## src/hdl/can_timing_cfg.svh

```systemverilog
// Register offsets, field positions, reset values and limits of the block
`ifndef CAN_TIMING_CFG_SVH
`define CAN_TIMING_CFG_SVH
`define BTR_OFF 8'h00
`define CTRL_OFF 8'h04
`define RFLG_OFF 8'h08
`define RIER_OFF 8'h0c
`define TFLG_OFF 8'h10
`define TIER_OFF 8'h14
`define BITSTAT_OFF 8'h18
`define TRIPLE_SAMPLE_SELECT_POS 7
`define SECOND_TIME_SEGMENT_LSB 4
`define FIRST_TIME_SEGMENT_LSB 0
`define INIT_REQUEST_POS 0
`define WAKEUP_FUNCTION_ENABLE_POS 1
`define INIT_ACKNOWLEDGE_POS 4
`define WAKEUP_FLAG_POS 7
`define STATUS_CHANGE_FLAG_POS 6
`define RECEIVER_STATE_CODE_LSB 4
`define TRANSMITTER_STATE_CODE_LSB 2
`define OVERRUN_FLAG_POS 1
`define RXF_POS 0
`define BTR_RST 8'h00
`define CTRL_RST 1'b0
`define WARN_LIM 96
`define ERR_LIM 128
`define OFF_LIM 256
`endif

```

## src/hdl/can_timing_pkg.sv

```systemverilog
// Types shared by the bit sampler and interrupt block
`default_nettype none
package can_timing_pkg;
  typedef enum logic [1:0] {PH_SYNC, PH_SEG1, PH_SEG2} bit_phase_t;
  typedef logic [1:0] state_code_t;
  typedef logic [7:0] reg_addr_t;
endpackage
`default_nettype wire

```

## src/hdl/can_bit_sampling_irq.sv

```systemverilog
// Bit timing, bus sampling, bus state and interrupt requests over APB
//
// What this block does
// - Timing register writable only in init mode
// - Bit 7 selects one or three samples
// - Single sampling takes sample-point level
// - Triple sampling takes majority of three
// - Bits 6:4 hold segment two length
// - Bits 3:0 hold segment one length
// - Four individually maskable interrupt outputs
// - Empty transmit buffers flag and interrupt
// - Received frame sets receive-full flag
// - Next foreground load sets flag again
// - Bus activity in sleep sets wake-up
// - Overrun or state change raises error interrupt
// - Bus state follows error counter values
// - Entering critical range sets status change
//
// Our own choices: the register addresses and the APB register port.
`include "can_timing_cfg.svh"
`default_nettype none
module can_bit_sampling_irq #(
  parameter int TX_CNT_W = 9,
  parameter int RX_CNT_W = 8
) (
  input wire logic pclk,
  input wire logic presetn,
  input wire logic psel,
  input wire logic penable,
  input wire logic pwrite,
  input wire can_timing_pkg::reg_addr_t paddr,
  input wire logic [31:0] pwdata,
  output logic [31:0] prdata,
  output logic pready,
  output logic pslverr,
  input wire logic can_rx,
  input wire logic tq_tick,
  input wire logic sleep_mode,
  input wire logic [2:0] tx_buffer_empty,
  input wire logic rx_fg_loaded,
  input wire logic rx_overrun,
  input wire logic [TX_CNT_W-1:0] tx_err_cnt,
  input wire logic [RX_CNT_W-1:0] rx_err_cnt,
  output logic rx_bit,
  output logic rx_bit_valid,
  output logic init_acknowledge,
  output logic irq_wakeup,
  output logic irq_error,
  output logic irq_receive,
  output logic irq_transmit
);
  import can_timing_pkg::*;

  // Bus-off needs a ninth transmit counter bit
  if (TX_CNT_W < 9 || RX_CNT_W < 8 || RX_CNT_W > TX_CNT_W) begin : g_bad_widths
    $error("error counter widths not supported");
  end

  logic [7:0] bit_timing_segments_r;
  logic init_request_r;
  logic wakeup_function_enable_r;
  logic [7:0] receive_irq_enable_reg_r;
  logic [2:0] transmit_irq_enable_reg_r;
  logic wakeup_flag_r, status_change_flag_r, overrun_flag_r;
  logic receive_full_flag_r;
  state_code_t transmitter_state_code_r, receiver_state_code_r;
  logic [2:0] tx_buffer_empty_flags_r;
  logic rx_meta_r, rx_sync_r, rx_prev_r;
  bit_phase_t phase_r;
  logic [3:0] qcnt_r;
  logic [1:0] triple_sample_select_hist_r;

  // Register fields
  logic triple_sample_select;
  logic [2:0] second_time_segment;
  logic [3:0] first_time_segment;
  assign triple_sample_select = bit_timing_segments_r[`TRIPLE_SAMPLE_SELECT_POS];
  assign second_time_segment = bit_timing_segments_r[`SECOND_TIME_SEGMENT_LSB +: 3];
  assign first_time_segment = bit_timing_segments_r[`FIRST_TIME_SEGMENT_LSB +: 4];

  // APB decode
  logic setup_ph, wr_acc;
  logic mapped;
  assign setup_ph = psel && !penable;
  assign wr_acc = psel && penable && pready && pwrite && !pslverr;
  always_comb begin
    unique case (paddr)
      `BTR_OFF, `CTRL_OFF, `RFLG_OFF, `RIER_OFF,
      `TFLG_OFF, `TIER_OFF, `BITSTAT_OFF: mapped = 1'b1;
      default: mapped = 1'b0;
    endcase
  end

  // Ready one cycle after setup, so every access phase is one cycle
  always_ff @(posedge pclk or negedge presetn) begin
    if (!presetn) begin
      pready <= 1'b0;
      pslverr <= 1'b0;
    end else begin
      pready <= setup_ph;
      pslverr <= setup_ph && !mapped;
    end
  end

  // Init handshake: acknowledge follows request one cycle later
  always_ff @(posedge pclk or negedge presetn) begin
    if (!presetn) begin
      init_request_r <= `CTRL_RST;
      wakeup_function_enable_r <= 1'b0;
      init_acknowledge <= 1'b0;
    end else begin
      if (wr_acc && paddr == `CTRL_OFF) begin
        init_request_r <= pwdata[`INIT_REQUEST_POS];
        wakeup_function_enable_r <= pwdata[`WAKEUP_FUNCTION_ENABLE_POS];
      end
      init_acknowledge <= init_request_r;
    end
  end

  // Timing register locked outside init mode; late writes are dropped
  always_ff @(posedge pclk or negedge presetn) begin
    if (!presetn) begin
      bit_timing_segments_r <= `BTR_RST;
    end else if (wr_acc && paddr == `BTR_OFF && init_request_r &&
                 init_acknowledge) begin
      bit_timing_segments_r <= pwdata[7:0];
    end
  end

  // Enable registers
  always_ff @(posedge pclk or negedge presetn) begin
    if (!presetn) begin
      receive_irq_enable_reg_r <= 8'h00;
      transmit_irq_enable_reg_r <= 3'h0;
    end else begin
      if (wr_acc && paddr == `RIER_OFF)
        receive_irq_enable_reg_r <= pwdata[7:0];
      if (wr_acc && paddr == `TIER_OFF)
        transmit_irq_enable_reg_r <= pwdata[2:0];
    end
  end

  // Bus pin synchroniser; the first stage is not looked at, the third keeps the previous level for wake-up edges
  always_ff @(posedge pclk or negedge presetn) begin
    if (!presetn) begin
      rx_meta_r <= 1'b1;
      rx_sync_r <= 1'b1;
      rx_prev_r <= 1'b1;
    end else begin
      rx_meta_r <= can_rx;
      rx_sync_r <= rx_meta_r;
      rx_prev_r <= rx_sync_r;
    end
  end

  // Quantum sequencer: sync, then segment one, then segment two
  logic triple_sample_select_evt;
  assign triple_sample_select_evt = tq_tick && phase_r == PH_SEG1 && qcnt_r == 4'h0;
  always_ff @(posedge pclk or negedge presetn) begin
    if (!presetn) begin
      phase_r <= PH_SYNC;
      qcnt_r <= 4'h0;
    end else if (init_acknowledge) begin
      phase_r <= PH_SYNC; // Held still while being configured
      qcnt_r <= 4'h0;
    end else if (tq_tick) begin
      unique case (phase_r)
        PH_SYNC: begin
          phase_r <= PH_SEG1;
          qcnt_r <= first_time_segment;
        end
        PH_SEG1: begin
          if (qcnt_r == 4'h0) begin
            phase_r <= PH_SEG2;
            qcnt_r <= {1'b0, second_time_segment};
          end else begin
            qcnt_r <= qcnt_r - 4'h1;
          end
        end
        PH_SEG2: begin
          if (qcnt_r == 4'h0) phase_r <= PH_SYNC;
          else qcnt_r <= qcnt_r - 4'h1;
        end
        default: phase_r <= PH_SYNC;
      endcase
    end
  end

  // Samples of the last quanta; the current one closes the window
  logic maj_now;
  assign maj_now = (triple_sample_select_hist_r[1] & triple_sample_select_hist_r[0]) |
                   (triple_sample_select_hist_r[1] & rx_sync_r) |
                   (triple_sample_select_hist_r[0] & rx_sync_r);
  always_ff @(posedge pclk or negedge presetn) begin
    if (!presetn) begin
      triple_sample_select_hist_r <= 2'h3;
    end else if (tq_tick) begin
      triple_sample_select_hist_r <= {triple_sample_select_hist_r[0], rx_sync_r};
    end
  end

  // Bit value at the sample point
  always_ff @(posedge pclk or negedge presetn) begin
    if (!presetn) begin
      rx_bit <= 1'b1;
      rx_bit_valid <= 1'b0;
    end else begin
      rx_bit_valid <= triple_sample_select_evt;
      if (triple_sample_select_evt)
        rx_bit <= triple_sample_select ? maj_now : rx_sync_r;
    end
  end

  // Bus state from counters: ok, warning, error, bus-off
  function automatic state_code_t state_of(input logic [TX_CNT_W-1:0] c);
    if (c >= TX_CNT_W'(`OFF_LIM)) state_of = 2'h3;
    else if (c >= TX_CNT_W'(`ERR_LIM)) state_of = 2'h2;
    else if (c >= TX_CNT_W'(`WARN_LIM)) state_of = 2'h1;
    else state_of = 2'h0;
  endfunction

  state_code_t tx_state_now, rx_state_now;
  logic state_enter;
  assign tx_state_now = state_of(tx_err_cnt);
  // Receive counter cannot reach bus-off; cap its code at error
  assign rx_state_now = state_of(TX_CNT_W'(rx_err_cnt)) == 2'h3 ? 2'h2 :
                        state_of(TX_CNT_W'(rx_err_cnt));
  assign state_enter =
    (tx_state_now != transmitter_state_code_r && tx_state_now != 2'h0) ||
    (rx_state_now != receiver_state_code_r && rx_state_now != 2'h0);

  always_ff @(posedge pclk or negedge presetn) begin
    if (!presetn) begin
      transmitter_state_code_r <= 2'h0;
      receiver_state_code_r <= 2'h0;
    end else begin
      transmitter_state_code_r <= tx_state_now;
      receiver_state_code_r <= rx_state_now;
    end
  end

  // Flags clear by writing one; a same-cycle event still sets them
  logic [7:0] rflg_clr;
  logic wake_evt;
  assign rflg_clr = (wr_acc && paddr == `RFLG_OFF) ? pwdata[7:0] : 8'h00;
  assign wake_evt = sleep_mode && wakeup_function_enable_r &&
                    rx_prev_r && !rx_sync_r;
  always_ff @(posedge pclk or negedge presetn) begin
    if (!presetn) begin
      wakeup_flag_r <= 1'b0;
      status_change_flag_r <= 1'b0;
      overrun_flag_r <= 1'b0;
      receive_full_flag_r <= 1'b0;
    end else begin
      wakeup_flag_r <= wake_evt ||
        (wakeup_flag_r && !rflg_clr[`WAKEUP_FLAG_POS]);
      status_change_flag_r <= state_enter ||
        (status_change_flag_r && !rflg_clr[`STATUS_CHANGE_FLAG_POS]);
      overrun_flag_r <= rx_overrun ||
        (overrun_flag_r && !rflg_clr[`OVERRUN_FLAG_POS]);
      receive_full_flag_r <= rx_fg_loaded ||
        (receive_full_flag_r && !rflg_clr[`RXF_POS]);
    end
  end

  // Empty buffers mirror the frame engine's scheduling state
  always_ff @(posedge pclk or negedge presetn) begin
    if (!presetn) tx_buffer_empty_flags_r <= 3'h7;
    else tx_buffer_empty_flags_r <= tx_buffer_empty;
  end

  // Four separately masked requests
  always_ff @(posedge pclk or negedge presetn) begin
    if (!presetn) begin
      irq_wakeup <= 1'b0;
      irq_error <= 1'b0;
      irq_receive <= 1'b0;
      irq_transmit <= 1'b0;
    end else begin
      irq_wakeup <= wakeup_flag_r &&
        receive_irq_enable_reg_r[`WAKEUP_FLAG_POS];
      irq_error <= (status_change_flag_r &&
        receive_irq_enable_reg_r[`STATUS_CHANGE_FLAG_POS]) || (overrun_flag_r &&
        receive_irq_enable_reg_r[`OVERRUN_FLAG_POS]);
      irq_receive <= receive_full_flag_r &&
        receive_irq_enable_reg_r[`RXF_POS];
      irq_transmit <= |(tx_buffer_empty_flags_r &
        transmit_irq_enable_reg_r);
    end
  end

  // Read data captured at setup so the access phase needs no wait
  logic [31:0] rd_mux;
  always_comb begin
    rd_mux = 32'h0;
    unique case (paddr)
      `BTR_OFF: rd_mux[7:0] = bit_timing_segments_r;
      `CTRL_OFF: begin
        rd_mux[`INIT_REQUEST_POS] = init_request_r;
        rd_mux[`WAKEUP_FUNCTION_ENABLE_POS] = wakeup_function_enable_r;
        rd_mux[`INIT_ACKNOWLEDGE_POS] = init_acknowledge;
      end
      `RFLG_OFF: begin
        rd_mux[`WAKEUP_FLAG_POS] = wakeup_flag_r;
        rd_mux[`STATUS_CHANGE_FLAG_POS] = status_change_flag_r;
        rd_mux[`RECEIVER_STATE_CODE_LSB +: 2] = receiver_state_code_r;
        rd_mux[`TRANSMITTER_STATE_CODE_LSB +: 2] = transmitter_state_code_r;
        rd_mux[`OVERRUN_FLAG_POS] = overrun_flag_r;
        rd_mux[`RXF_POS] = receive_full_flag_r;
      end
      `RIER_OFF: rd_mux[7:0] = receive_irq_enable_reg_r;
      `TFLG_OFF: rd_mux[2:0] = tx_buffer_empty_flags_r;
      `TIER_OFF: rd_mux[2:0] = transmit_irq_enable_reg_r;
      `BITSTAT_OFF: rd_mux[1:0] = {rx_sync_r, rx_bit};
      default: rd_mux = 32'h0;
    endcase
  end
  always_ff @(posedge pclk or negedge presetn) begin
    if (!presetn) prdata <= 32'h0;
    else if (setup_ph) prdata <= rd_mux;
  end
endmodule
`default_nettype wire

```

## config.mk

```make
export PLATFORM = sky130hd
export DESIGN_NAME = can_bit_sampling_irq
export DESIGN_NICKNAME = d
export VERILOG_FILES = /design/src/hdl/can_timing_pkg.sv /design/src/hdl/can_bit_sampling_irq.sv
export VERILOG_INCLUDE_DIRS = /design/src /design/src/hdl
export SDC_FILE = /design/constraint.sdc
export NUM_CORES = 1
export LEC_CHECK = 0
export BUFFER_PORTS_ARGS = -buffer_cell sky130_fd_sc_hd__clkbuf_2
export CORE_MARGIN = 1
export CORE_UTILIZATION = 45
export CTS_BUF_LIST = sky130_fd_sc_hd__clkbuf_4 sky130_fd_sc_hd__clkbuf_8 sky130_fd_sc_hd__clkbuf_16
export DETAILED_ROUTE_END_ITERATION = 8
export PLACE_DENSITY = 0.83
export SETUP_SLACK_MARGIN = 0.02
export SLEW_MARGIN = 20
export SYNTH_ARGS = -nofsm -noshare
export SYNTH_HDL_FRONTEND = slang
export SYNTH_SLANG_ARGS = --single-unit
```

## constraint.sdc

```tcl
create_clock -name pclk -period 1.7 [get_ports pclk]
set_input_delay 0.255 -clock pclk [delete_from_list [all_inputs] [get_ports pclk]]
set_output_delay 0.255 -clock pclk [all_outputs]
set_load 0.005 [all_outputs]
```

==> impl_metrics.toml <==
[final_layout]
fin_util_pct = 60.49
final_cell_area_um2 = 3885
layoutNonFillerInstCount = 427
fin_nets = 421
synthToLayoutAreaGrowth_pct = 28.36
drive_above_1_share_pct = 44.29
antennaDiodeCount = 0
nFillCells = 509

[synth]
synth_area_leader_cell = "dfrtp_1"
ys_async_sr_fraction_pct = 100.0
postSynthRegisterBits = 60
postSynthCellCount = 259
mappedNetlistArea_um2 = 3027
synth_edf_count = 0
yosys.cell_types.count = 49
yosysWarnings = 0
synth_top_cells_by_area = "dfrtp_1 (42%), mux2_2 (10%), dfstp_2 (7.8%)"
synth-seq-area-share_pct = 49.98
synth_top_flop_cell = "dfrtp_1"
netlist_top_cells_count = "dfrtp_1 (51), mux2_2 (27), buf_4 (25)"
synth_most_common_cell = "dfrtp_1"
post_synth.cell_area_avg_um2 = 11.69
yosysTopAreaCellShare_pct = 42.17

[clock_network]
clock_tree_from_tritoncts = "done"
cts_root_buf = "clkbuf_8"
tritoncts.num_buffers = 9
cts_max_level = 3
cts.sink_count = 60
clkSlewWorstSetupHoldPaths_ns = 0.07
worstSkewPairLatency_ns = 0.34
clk_path_buf_depth = 2

[detailed_routing]
route.vias.total = 2302
avgViaCountPerCell = 5.391
detail_route.drc_violations = 10
routedWlPerCell_um = 16.74
drt_pass1_iterations = 6
routed_wirelength_um = 7148
drtIter0Drc = 192
drtAntennaViolNets = 0

[global_routing]
grt_antenna_before_repair = 0
number_of_global_route_vias_before_repair = 2342
grt_first_pass_wirelength_um = 11360
largest_net_degree_at_the_start_of_global_routing = 61
global_route.usage.total_pct = 21.22
globalRouteOverflowTotal = 0

[floorplanning]
fp.dieH_um = 84.01
die_area_um2 = 7058
core_area_um2 = 6422
floorplan.die.width_um = 84.01
start_util_pct = 47.13
number_of_standard_cell_rows_in_the_floorplan = 29
io_pins = 111

[sta]
setup_viol = 12
totalNegativeSetupSlack_ns = -0.6965
finalHoldViolations = 0
final_min_period_over_clock_period_pct = 106.1
maxSlewHeadroom_pct = 63.00
fmaxAchievable_mhz = 554.2
worst-slew-pin-transition_ns = 0.5551
slew_violations = 0
final_worst_hold_slack_ns = 0.06248
grt_setup_unrepaired = "true"
timing.final.ws_setup_ns = -0.1043
timing.clock.skew_ns = 0.006220
finalWorstPathRequiredPeriod_ns = 1.804

[hold_path]
hold_class = "in2reg"
worstHoldStart = "rx_err_cnt[7]"
holdPathEnd = "receiver_state_code_r[1]"
worst_hold_path.num_cells = 1

[setup_path]
crit_required_ns = 1.91
regToRegEndpoint = "rx_bit"
cp_data_arrival_time_ns = 2.01
worst_setup_path_start_kind = "primary input"
crit_path_end_kind = "flip-flop"
worstReg2RegStart = "qcnt_r[0]"
crit_path_max_fanout = 4
criticalPathCategory = "in2reg"
r2r.worst_path.cells = 5
timing.reg2reg.setup_slack_ns = 0.08

[placed_design]
finalWeightedCongestion = 0.8260
post-place-cells = 403
post-place-ws_ns = -0.5416
port_buffers = 52
place_area_um2 = 3490
hpwl_um = 4954

[status]
status = "complete, but fails checks"
violations = "design-rule violations, negative setup slack"

[flow_run]
max_cap_violations = 0

[power]
total_leakage_power_nw = 1.921
power.density_nw_per_um2 = 1102
worst_ir_drop_on_vdd_mv = 0.6948
totalPowerFinal_mw = 4.281
==> state kept, by name, summed over array words and instances, names as in the netlist, 2 cells and up <==
name	flops
qcnt_r	4
transmitter_state_code_r	2
phase_r	2
bit_timing_segments_r	8
transmit_irq_enable_reg_r	3
tx_buffer_empty_flags_r	3
receiver_state_code_r	2
triple_sample_select_hist_r	2
prdata	8
receive_irq_enable_reg_r	8
==> logic make-up after synthesis <==
kind of cell / share of synthesized area [%]
compound gates: 11.78
flops: 49.98
other cells: 0.1239
xor+xnor: 0.2894
mux: 15.25
simple gates: 10.58
buf+inv: 9.508
fa+ha+maj: 2.480
==> per-layer routing <==
| layer | part of all wire [%] | vias to the layer above | global-route usage [%] |
|---|---|---|---|
| met3 | 4.0 | 14 | 5.638 |
| met1 | 42 | 1159 | 26.83 |
| met4 | 2.1 | 0 | 10.03 |
| met2 | 51 | 73 | 33.90 |
| met5 | 0 | - | 0 |
| li1 | - | 1056 | - |
==> worst max-delay path by stage <==
stage	endpoint	cells past startpoint	from	slack [ns]
after floorplan	bit_timing_segments_r[0]	5	paddr[7]	-0.51
after global placement	bit_timing_segments_r[2]	6	paddr[7]	-0.51
after detailed placement	receive_irq_enable_reg_r[6]	7	paddr[7]	-0.54
after CTS	bit_timing_segments_r[4]	6	paddr[7]	-0.11
after global routing	receive_irq_enable_reg_r[6]	7	paddr[7]	-0.09
final	status_change_flag_r	5	paddr[7]	-0.10
==> critical path, cell delays in order <==
cell      delay, ns
clkbuf_2       0.08
or4_4          0.53
or3_4          0.38
o31a_2         0.34
or4_1          0.42
==> final cells by class <==
class | count | area (um^2) | area share (%)
clock inverters | 4 | 47.55 | 1.224
inverters | 15 | 56.30 | 1.449
repair buffers | 84 | 561.8 | 14.46
multi-input cells | 175 | 1451 | 37.36
well taps | 77 | 96.34 | 2.480
clock buffers | 12 | 158.9 | 4.090
flip-flops and latches | 60 | 1513 | 38.94
==> timing repair <==
action | CTS | global route
pin swaps | 1 | 8
hold buffers | 5 | 0
hold endpoints to repair | 55 | 0
gates cloned | 0 | 0
gates resized for setup | 10 | 21
setup endpoints to repair | 33 | 29
setup buffers | 0 | 3
==> report_power, final <==
part | total [mW] | switching [mW] | internal [mW]
registers | 1.65 | 0.101 | 1.55
clock network | 1.34 | 0.574 | 0.768
logic | 1.29 | 0.661 | 0.625
total | 4.28 | 1.34 | 2.95
==> placed cells by master (no fill, tap or decap), types with 9 or more instances in the layout <==
master	synthesis	routed
dfstp_2	9	9
nand2_1	10	9
inv_1	15	13
clkbuf_8	1	11
mux2_2	27	11
nor2_1	14	13
dfrtp_1	51	51
o21ai_0	12	10
clkbuf_2	0	52
mux2i_1	9	9
buf_4	25	21
a22o_1	11	11
conb_1	1	24
mux2_4	0	16
(Power assumes the default switching activity.)
